`src/hdl/aarb_consts.svh`:
```
/*
  Constants of the averaging result bank: register offsets, field widths
  and conversion timing.
  Assumes inclusion by bare name from the package and the design modules.
*/
`ifndef AARB_CONSTS_SVH
`define AARB_CONSTS_SVH

// ****************************************************************
// Result register offsets
// ****************************************************************
`define AARB_OFS_PHASE_FIRST 8'h2a
`define AARB_OFS_PHASE_SECOND 8'h2b
`define AARB_OFS_PHASE_THIRD 8'h2c
`define AARB_OFS_PHASE_FOURTH 8'h2d
`define AARB_OFS_COMBINED_A 8'h2e
`define AARB_OFS_COMBINED_B 8'h2f
`define AARB_RESULT_COUNT 6

// ****************************************************************
// Field layout and reset values
// ****************************************************************
`define AARB_CODE_W 22
`define AARB_WORD_W 24
`define AARB_CODE_MSB 21
`define AARB_AVG_W 8
`define AARB_RESULT_RESET 24'h000000
`define AARB_CODE_MAX 23'h1fffff
`define AARB_CODE_MIN 23'h600000

// ****************************************************************
// Conversion timing
// ****************************************************************
`define AARB_CONV_TIME_NS 50000
`define AARB_MCLK_PERIOD_NS 10
`define AARB_INT_PERIOD_NS 250
`define AARB_CONV_TICKS (`AARB_CONV_TIME_NS / `AARB_INT_PERIOD_NS)
`define AARB_INT_DIV (`AARB_INT_PERIOD_NS / `AARB_MCLK_PERIOD_NS)
`define AARB_CONV_CYCLES (`AARB_CONV_TICKS * `AARB_INT_DIV)

`endif

```
`src/hdl/aarb_pkg.sv`:
```
/*
  Types shared by the averaging result bank modules.
  Assumes the constants header is on the include path.
*/
`include "aarb_consts.svh"

package aarb_pkg;

  // ****************************************************************
  // Data types
  // ****************************************************************
  typedef logic [`AARB_CODE_W-1:0] aarb_code_t;
  typedef logic [`AARB_WORD_W-1:0] aarb_word_t;

  // Conversion sequencer states
  typedef enum logic [1:0] {
    AARB_IDLE,
    AARB_CONVERT,
    AARB_FULL
  } aarb_conv_state_e;

endpackage

```
`src/hdl/aarb_result_bank.sv`:
```
/*
  Conversion sequencer, averaging accumulator, six result registers,
  read port and emitter gating of the optical front end.
  Assumes the timing engine strobes and the ADC handshake run on mclk;
  fault comparator inputs are asynchronous and are synchronised here.
*/
`include "aarb_consts.svh"

module aarb_result_bank
  import aarb_pkg::*;
#(
  parameter int INT_DIV = `AARB_INT_DIV,
  parameter int CONV_TICKS = `AARB_CONV_TICKS,
  parameter int CONV_CYCLES = `AARB_CONV_CYCLES
) (
  // Clock and reset
  input wire logic mclk,
  input wire logic arst_n,
  // Timing engine strobes
  input wire logic adc_reset_strobe,
  input wire logic adc_ready_strobe,
  input wire logic led_pulse_req,
  // First control word fields
  input wire logic [`AARB_AVG_W-1:0] average_count_field,
  input wire logic pulse_timer_run,
  input wire logic led_drive_enable,
  input wire logic third_emitter_select,
  // ADC conversion handshake
  output logic conv_start,
  input wire logic conv_valid,
  input wire logic [`AARB_CODE_W-1:0] conv_code,
  output logic conv_ready,
  // Emitter drive
  output logic led_drive_gate,
  output logic positive_emitter_output,
  output logic third_emitter_output,
  // Emitter fault comparators
  input wire logic txp_fault_pin,
  input wire logic tx3_fault_pin,
  output logic txp_diag_flag,
  // Result read port
  input wire logic rd_en,
  input wire logic [7:0] rd_addr,
  output logic [`AARB_WORD_W-1:0] rd_data,
  output logic rd_hit,
  output logic data_ready
);

  localparam int TIMER_W = 16;
  localparam logic [TIMER_W-1:0] CONV_LAST = TIMER_W'(CONV_CYCLES - 1);

  // ****************************************************************
  // Strobe edges
  // ****************************************************************
  logic rst_d_reg, rdy_d_reg;
  logic rst_fall, rst_rise, rdy_rise;

  assign rst_fall = rst_d_reg & ~adc_reset_strobe;
  assign rst_rise = ~rst_d_reg & adc_reset_strobe;
  assign rdy_rise = ~rdy_d_reg & adc_ready_strobe;

  // Delayed strobes for edge detection
  always_ff @(posedge mclk or negedge arst_n) begin
    if (!arst_n) begin
      rst_d_reg <= 1'b0;
      rdy_d_reg <= 1'b0;
    end else begin
      rst_d_reg <= adc_reset_strobe;
      rdy_d_reg <= adc_ready_strobe;
    end
  end

  // ****************************************************************
  // Conversion sequencer
  // ****************************************************************
  aarb_conv_state_e state_reg, state_next;
  logic [TIMER_W-1:0] timer_reg, timer_next;
  logic [8:0] issued_reg, issued_next;
  logic [8:0] target_reg, target_next;
  logic start_reg, start_next;
  logic buf_in_ready;

  assign conv_start = start_reg;
  assign conv_ready = buf_in_ready;

  // Start conversions, one per conversion time, up to count plus one
  always_comb begin
    state_next = state_reg;
    timer_next = timer_reg;
    issued_next = issued_reg;
    target_next = target_reg;
    start_next = 1'b0;
    if (rst_rise) begin
      state_next = AARB_IDLE;
    end else if (rst_fall && pulse_timer_run) begin
      target_next = {1'b0, average_count_field} + 9'h001;
      issued_next = 9'h001;
      timer_next = CONV_LAST;
      start_next = 1'b1;
      state_next = AARB_CONVERT;
    end else begin
      case (state_reg)
        AARB_IDLE: begin
          timer_next = timer_reg;
        end
        AARB_CONVERT: begin
          if (timer_reg != '0) begin
            timer_next = timer_reg - TIMER_W'(1);
          end else if (issued_reg == target_reg) begin
            state_next = AARB_FULL;
          end else if (buf_in_ready) begin
            issued_next = issued_reg + 9'h001;
            timer_next = CONV_LAST;
            start_next = 1'b1;
          end
        end
        AARB_FULL: begin
          state_next = AARB_FULL;
        end
        default: begin
          state_next = AARB_IDLE;
        end
      endcase
    end
  end

  // Sequencer registers
  always_ff @(posedge mclk or negedge arst_n) begin
    if (!arst_n) begin
      state_reg <= AARB_IDLE;
      timer_reg <= '0;
      issued_reg <= 9'h000;
      target_reg <= 9'h001;
      start_reg <= 1'b0;
    end else begin
      state_reg <= state_next;
      timer_reg <= timer_next;
      issued_reg <= issued_next;
      target_reg <= target_next;
      start_reg <= start_next;
    end
  end

  // ****************************************************************
  // Sample buffer and accumulator
  // ****************************************************************
  logic buf_out_valid, buf_out_ready, take;
  aarb_code_t buf_out_data;
  logic signed [29:0] acc_reg, acc_next;
  logic [8:0] got_reg, got_next;
  logic signed [29:0] divisor;
  logic signed [29:0] quotient;
  aarb_code_t avg_code;

  aarb_two_entry_buf #(.W(`AARB_CODE_W)) u_buf (
    .mclk(mclk),
    .arst_n(arst_n),
    .in_valid(conv_valid),
    .in_data(conv_code),
    .in_ready(buf_in_ready),
    .out_valid(buf_out_valid),
    .out_data(buf_out_data),
    .out_ready(buf_out_ready)
  );

  // Drain stalls during the store cycle
  assign buf_out_ready = ~rst_rise;
  assign take = buf_out_valid & buf_out_ready;

  // Average of the accepted samples, at least one divisor
  assign divisor = (got_reg == 9'h000) ? 30'sd1 : $signed({21'h000000, got_reg});
  assign quotient = acc_reg / divisor;
  assign avg_code = quotient[`AARB_CODE_W-1:0];

  // Sum the samples of the current phase
  always_comb begin
    acc_next = acc_reg;
    got_next = got_reg;
    if (rst_rise || rst_fall) begin
      acc_next = '0;
      got_next = 9'h000;
    end else if (take) begin
      acc_next = acc_reg + 30'($signed(buf_out_data));
      got_next = got_reg + 9'h001;
    end
  end

  // Accumulator registers
  always_ff @(posedge mclk or negedge arst_n) begin
    if (!arst_n) begin
      acc_reg <= '0;
      got_reg <= 9'h000;
    end else begin
      acc_reg <= acc_next;
      got_reg <= got_next;
    end
  end

  // ****************************************************************
  // Result registers
  // ****************************************************************
  aarb_word_t res_reg [`AARB_RESULT_COUNT];
  aarb_word_t res_next [`AARB_RESULT_COUNT];
  logic [1:0] slot_reg, slot_next;
  aarb_word_t new_word;

  // Sign extension of a code into a full word
  function automatic aarb_word_t sext_word(input aarb_code_t c);
    sext_word = {{2{c[`AARB_CODE_MSB]}}, c};
  endfunction

  // Saturated difference of two codes, sign extended
  function automatic aarb_word_t diff_word(input aarb_code_t a, input aarb_code_t b);
    logic signed [22:0] d;
    aarb_code_t c;
    d = $signed({a[`AARB_CODE_MSB], a}) - $signed({b[`AARB_CODE_MSB], b});
    if (d > $signed(`AARB_CODE_MAX)) begin
      c = {1'b0, {21{1'b1}}};
    end else if (d < $signed(`AARB_CODE_MIN)) begin
      c = {1'b1, 21'h000000};
    end else begin
      c = d[`AARB_CODE_W-1:0];
    end
    diff_word = sext_word(c);
  endfunction

  assign new_word = sext_word(avg_code);

  // Store on each rising reset strobe, whole word in one cycle
  always_comb begin
    res_next = res_reg;
    slot_next = slot_reg;
    if (rst_rise) begin
      res_next[slot_reg] = new_word;
      slot_next = slot_reg + 2'h1;
      if (slot_reg == 2'h3) begin
        res_next[4] = diff_word(res_reg[0][21:0], res_reg[1][21:0]);
        res_next[5] = diff_word(res_reg[2][21:0], avg_code);
      end
    end
  end

  // Result registers
  always_ff @(posedge mclk or negedge arst_n) begin
    if (!arst_n) begin
      for (int i = 0; i < `AARB_RESULT_COUNT; i++) begin
        res_reg[i] <= `AARB_RESULT_RESET;
      end
      slot_reg <= 2'h0;
    end else begin
      res_reg <= res_next;
      slot_reg <= slot_next;
    end
  end

  // ****************************************************************
  // Read port
  // ****************************************************************
  logic [`AARB_WORD_W-1:0] rd_data_reg, rd_data_next;
  logic rd_hit_reg, rd_hit_next;
  logic data_ready_reg, data_ready_next;
  logic [7:0] rd_index;

  assign rd_index = rd_addr - `AARB_OFS_PHASE_FIRST;
  assign rd_data = rd_data_reg;
  assign rd_hit = rd_hit_reg;
  assign data_ready = data_ready_reg;

  // Address decode of the six results
  always_comb begin
    rd_data_next = rd_data_reg;
    rd_hit_next = 1'b0;
    data_ready_next = rdy_rise;
    if (!rd_en) begin
      rd_hit_next = 1'b0;
    end else if (rd_addr >= `AARB_OFS_PHASE_FIRST && rd_addr <= `AARB_OFS_COMBINED_B) begin
      rd_data_next = res_reg[rd_index[2:0]];
      rd_hit_next = 1'b1;
    end else begin
      rd_data_next = '0;
    end
  end

  // Read port registers
  always_ff @(posedge mclk or negedge arst_n) begin
    if (!arst_n) begin
      rd_data_reg <= '0;
      rd_hit_reg <= 1'b0;
      data_ready_reg <= 1'b0;
    end else begin
      rd_data_reg <= rd_data_next;
      rd_hit_reg <= rd_hit_next;
      data_ready_reg <= data_ready_next;
    end
  end

  // ****************************************************************
  // Emitter gating and diagnostics
  // ****************************************************************
  logic [1:0] txp_sync_reg, txp_sync_next;
  logic [1:0] tx3_sync_reg, tx3_sync_next;
  logic gate_reg, gate_next;
  logic pos_reg, pos_next;
  logic third_reg, third_next;
  logic diag_reg, diag_next;
  logic ambient;

  // Slot even means the sample window belongs to an ambient phase
  assign ambient = ~slot_reg[0];
  assign led_drive_gate = gate_reg;
  assign positive_emitter_output = pos_reg;
  assign third_emitter_output = third_reg;
  assign txp_diag_flag = diag_reg;

  // Gate, route and fault selection
  always_comb begin
    txp_sync_next = {txp_sync_reg[0], txp_fault_pin};
    tx3_sync_next = {tx3_sync_reg[0], tx3_fault_pin};
    gate_next = led_pulse_req & led_drive_enable & pulse_timer_run & ~ambient;
    pos_next = gate_next & ~third_emitter_select;
    third_next = gate_next & third_emitter_select;
    diag_next = third_emitter_select ? tx3_sync_reg[1] : txp_sync_reg[1];
  end

  // Emitter registers
  always_ff @(posedge mclk or negedge arst_n) begin
    if (!arst_n) begin
      txp_sync_reg <= 2'h0;
      tx3_sync_reg <= 2'h0;
      gate_reg <= 1'b0;
      pos_reg <= 1'b0;
      third_reg <= 1'b0;
      diag_reg <= 1'b0;
    end else begin
      txp_sync_reg <= txp_sync_next;
      tx3_sync_reg <= tx3_sync_next;
      gate_reg <= gate_next;
      pos_reg <= pos_next;
      third_reg <= third_next;
      diag_reg <= diag_next;
    end
  end

endmodule

```
`src/hdl/aarb_two_entry_buf.sv`:
```
/*
  Two-entry buffer with valid and ready on both sides.
  Assumes one clock and an active-low asynchronous reset.
*/
module aarb_two_entry_buf
  import aarb_pkg::*;
#(
  parameter int W = 22
) (
  // Clock and reset
  input wire logic mclk,
  input wire logic arst_n,
  // Filling side
  input wire logic in_valid,
  input wire logic [W-1:0] in_data,
  output logic in_ready,
  // Draining side
  output logic out_valid,
  output logic [W-1:0] out_data,
  input wire logic out_ready
);

  logic [W-1:0] mem_reg [2];
  logic [W-1:0] mem_next [2];
  logic wr_ptr_reg, wr_ptr_next;
  logic rd_ptr_reg, rd_ptr_next;
  logic [1:0] cnt_reg, cnt_next;
  logic push, pop;

  // Honest full and empty
  assign in_ready = (cnt_reg != 2'h2);
  assign out_valid = (cnt_reg != 2'h0);
  assign out_data = mem_reg[rd_ptr_reg];
  assign push = in_valid & in_ready;
  assign pop = out_valid & out_ready;

  // Next pointers, count and storage
  always_comb begin
    mem_next = mem_reg;
    wr_ptr_next = wr_ptr_reg;
    rd_ptr_next = rd_ptr_reg;
    cnt_next = cnt_reg;
    if (push) begin
      mem_next[wr_ptr_reg] = in_data;
      wr_ptr_next = ~wr_ptr_reg;
    end
    if (pop) begin
      rd_ptr_next = ~rd_ptr_reg;
    end
    if (push && !pop) begin
      cnt_next = cnt_reg + 2'h1;
    end else if (pop && !push) begin
      cnt_next = cnt_reg - 2'h1;
    end
  end

  // Registers
  always_ff @(posedge mclk or negedge arst_n) begin
    if (!arst_n) begin
      mem_reg[0] <= '0;
      mem_reg[1] <= '0;
      wr_ptr_reg <= 1'b0;
      rd_ptr_reg <= 1'b0;
      cnt_reg <= 2'h0;
    end else begin
      mem_reg <= mem_next;
      wr_ptr_reg <= wr_ptr_next;
      rd_ptr_reg <= rd_ptr_next;
      cnt_reg <= cnt_next;
    end
  end

endmodule

```
`config.mk`:
```
export PLATFORM = sky130hd
export DESIGN_NAME = aarb_result_bank
export DESIGN_NICKNAME = d
export VERILOG_FILES = /design/src/hdl/aarb_pkg.sv /design/src/hdl/aarb_result_bank.sv /design/src/hdl/aarb_two_entry_buf.sv
export VERILOG_INCLUDE_DIRS = /design/src /design/src/hdl
export SDC_FILE = /design/constraint.sdc
export NUM_CORES = 1
export LEC_CHECK = 0
export CAP_MARGIN = 10
export CORE_UTILIZATION = 55
export CTS_CLUSTER_SIZE = 8
export DETAILED_ROUTE_END_ITERATION = 12
export DONT_BUFFER_PORTS = 1
export GPL_ROUTABILITY_DRIVEN = 1
export PLACE_DENSITY = 0.7
export SLEW_MARGIN = 20
export SYNTH_ARGS = -nofsm -noshare
export SYNTH_HDL_FRONTEND = slang
export SYNTH_SLANG_ARGS = --single-unit
```
`constraint.sdc`:
```
create_clock -name mclk -period 260.5 [get_ports mclk]
set_input_delay 13.025 -clock mclk [delete_from_list [all_inputs] [get_ports mclk]]
set_output_delay 13.025 -clock mclk [all_outputs]
set_load 0.05 [all_outputs]
```
==> summary.txt <==
Status
  • Outcome: finished, final reports clean

Clock tree
  • Clock tree buffer depth: 3
  • Postcts setup bufs: 0
  • Worst-Skew Late Latency: just under 600 ps
  • Num CTS Buffers: 43
  • TritonCTS clock tree: built
  • Clock Tree Root: clkbuf_16
  • Cts hold-fix bufs: 0
  • CTS resizes: 0
  • Worst-path clk slew: 50 ps
  • Max H-tree Level: 2
  • Clk sinks: a little under 300

STA
  • Min Tclk post-route: 93,100 ps
  • Clock skew: 34.7 ps
  • Endpoints failing setup: 0
  • Final Cycle Share: 35.7%
  • Worst slew pin tran: roughly 1100 ps
  • Slew Limit Headroom: 27.1%
  • Fin. Hold Viols: 0
  • Post-Route Setup TNS: 0 ps
  • Unrepaired setup endpoints after global routing: false
  • Max Freq: ~0.011 GHz
  • Max Transition Viols Final: 0

Flow run
  • Max-cap viol count: 0

Detailed routing
  • Initial DRT Pass Iterations: 5
  • Final ANT Viol Nets: 0
  • Vias: roughly 31,000
  • Routed wire per std cell: 18.3 um
  • Post-route DRC: 0
  • Routed WL: just over 90 mm
  • Initial DRC Count: 2,155
  • DR vias/cell: 6.22

Setup path
  • Slowest CP cell: nor2_1
  • Reg2Reg Depth: about 390
  • Critical path class: reg -> reg
  • Reg2reg start: acc_reg[3]
  • Worst R2R Setup Slack: ~170,000 ps
  • CP Launch Type: register
  • Setup crit start: acc_reg[3]
  • WP data required: 260,920 ps
  • RR Endpoint: res_reg[1]
  • Cell repeated most along the worst path: o21a_1
  • Setup crit end kind: register
  • Arr. time, crit path: 93,520 ps
  • Critical path's largest stage delay: 830 ps
  • CP Max Fanout: 37

Global routing
  • Total Routing Usage GR: 29.1%
  • Vias in the first global route: 30,538
  • GRT overflow: 0
  • Initial antenna violation count: 0
  • Largest net degree at the start of global routing: 293
  • First-pass GRT wire length: between 150 and 200 mm

Final layout
  • Max reg flops: 132
  • FF/Latch Area: 0.00731 mm^2
  • Ant. Diodes: 0
  • Fillers: 5,726
  • Nets: about 4,600
  • Layout cells sized above 1: 9.36%
  • Area delta synth->final: 5.60%
  • Multi-input gate area: 0.0257 mm^2

Placed design
  • Port bufs: 0
  • GP Congestion: 0.951
  • Final HPWL DP: just over 70 mm

Floorplanning
  • Io pins: 82
  • Count of standard-cell rows: 91
  • Die ar.: 0.0634 mm^2
  • Die Y-Extent: 252 um
  • Initial Utilization: a little under three fifths
  • Core area: 0.0617 mm^2
  • Die Wd: 252 um

Synthesis
  • Yosys cell types: 143
  • Most used DFF post-synth: dfrtp_1
  • Mean Syn Cell Area: 8.04 um^2
  • Post-synth EDFFs: 0
  • Seq cells post-synth: 292
  • Post-Syn Nets: 4,637
  • Cell area after synthesis: 0.0343 mm^2
  • Post-Syn Instances: approximately 4,300
  • Seq/Total Area, Yosys: 21.3%
  • Yosys warnings: 0
  • Async S/R FF share, synth: 100%

Min path
  • HP Start: txp_sync_reg[0]
  • Min-delay worst type: reg -> reg
  • Worst hold path depth: 0
  • Worst Hold Path EP: txp_sync_reg[1]
==> layout make-up <==
class	instances	area share (%)
clock buffer	52	3.09
clock inverter	6	0.304
inverter	184	1.91
multi-input combinational	3640	70.9
sequential	292	20.2
tap	837	2.89
timing repair buffer	37	0.766
==> through the flow <==
stage / area (um^2) / setup WS, ps / hold slack [ps] / util [%] / std cells
2_1_floorplan: 34300 / 178520 / 331 / - / 4269
3_3_place_gp: 35000 / 171530 / 333 / 56.7 / 4990
3_5_place_dp: 35000 / 168990 / 346 / 56.7 / 4990
4_1_cts: 36200 / 168660 / 351 / 58.7 / 5048
5_1_grt: 36300 / 159360 / 360 / 58.7 / 5048
6_report: 36300 / 167400 / 348 / 58.7 / 5048
==> critical path: cells and delay by family, from the launching register on <==
family	cells	cell delay, ps
AOI/OAI and AO/OA	231	51860
and+or+nand+nor	100	25420
adders and majority gates	36	10800
buffers and inverters	15	2110
muxes	4	1390
xor gates and xnor gates	1	660
DFF	1	480
==> cell families (layout without fill, tap and decap cells) <==
logic type	Yosys count	in the layout	synth area share [%]
AND/OR/NAND/NOR	1554	1554	22.7
AO/OA/AOI/OAI	1277	1277	25.8
buffers and inverters	337	279	3.94
adder cells (fa/ha/maj)	330	330	12.0
flip-flops	292	292	21.3
XOR/XNOR	286	286	7.37
multiplexers	193	193	6.95
==> cells in the mapped netlist (13+ instances only) <==
cell | number | area share [%]
or2_2 | 26 | 0.47
buf_1 | 17 | 0.19
o211a_1 | 15 | 0.44
nand2_1 | 489 | 5.3
a21o_1 | 66 | 1.4
o31ai_1 | 98 | 2.1
nand2b_1 | 48 | 0.87
or4_1 | 20 | 0.44
clkbuf_1 | 102 | 1.1
mux2_2 | 135 | 4.4
a31oi_1 | 40 | 0.73
o211ai_1 | 40 | 0.87
o21a_1 | 158 | 3.5
a22oi_1 | 20 | 0.44
inv_1 | 182 | 2.0
and2_1 | 74 | 1.3
a211oi_1 | 15 | 0.33
and3_1 | 28 | 0.51
o21bai_1 | 42 | 0.92
o22ai_1 | 17 | 0.31
mux4_2 | 22 | 1.4
nor2b_1 | 27 | 0.49
dfrtp_1 | 291 | 21
o31ai_2 | 15 | 0.55
o21ai_0 | 311 | 4.5
o21ai_1 | 16 | 0.23
a21oi_1 | 204 | 3.0
o31a_1 | 13 | 0.33
xnor2_1 | 186 | 4.7
nor2_1 | 314 | 3.4
nor3_1 | 206 | 3.0
nor4_1 | 29 | 0.53
nand3_1 | 90 | 1.3
or3_1 | 57 | 1.0
buf_2 | 22 | 0.32
xor2_1 | 98 | 2.5
ha_1 | 315 | 11
mux2i_1 | 31 | 0.90
nand4_1 | 40 | 0.73
o221ai_1 | 30 | 0.77
==> layer usage <==
metal / wire (um) / global-route usage [%] / vias up
met4: 2920 / 9.87 / 0
met5: 0 / 0 / -
met2: 42000 / 48.5 / 741
li1: - / - / 15658
met1: 42400 / 38.4 / 14813
met3: 4860 / 4.16 / 203
==> placed cells by master (no fill, tap or decap), types with 90 or more instances in the layout <==
cell / synthesis / final
mux2_2: 135 / 135
xor2_1: 98 / 98
a21oi_1: 204 / 204
o21a_1: 158 / 158
nand2_1: 489 / 488
inv_1: 182 / 182
o31ai_1: 98 / 98
ha_1: 315 / 315
nor3_1: 206 / 205
nor2_1: 314 / 312
o21ai_0: 311 / 311
nand3_1: 90 / 90
xnor2_1: 186 / 186
dfrtp_1: 291 / 290
==> how the worst max path moves through the flow <==
stage                       end  slack, ps  cells after the start
finish               res_reg[1]     167400                    387
global route         res_reg[5]     159360                    391
CTS                  res_reg[2]     168660                    387
detailed placement   res_reg[2]     168990                    387
global placement     res_reg[2]     171530                    390
floorplan           res_reg[20]     178520                    416
Power is left out: the tool's default activity adds up to more than one toggle a clock period on the data nets, which glitch-free logic cannot reach.
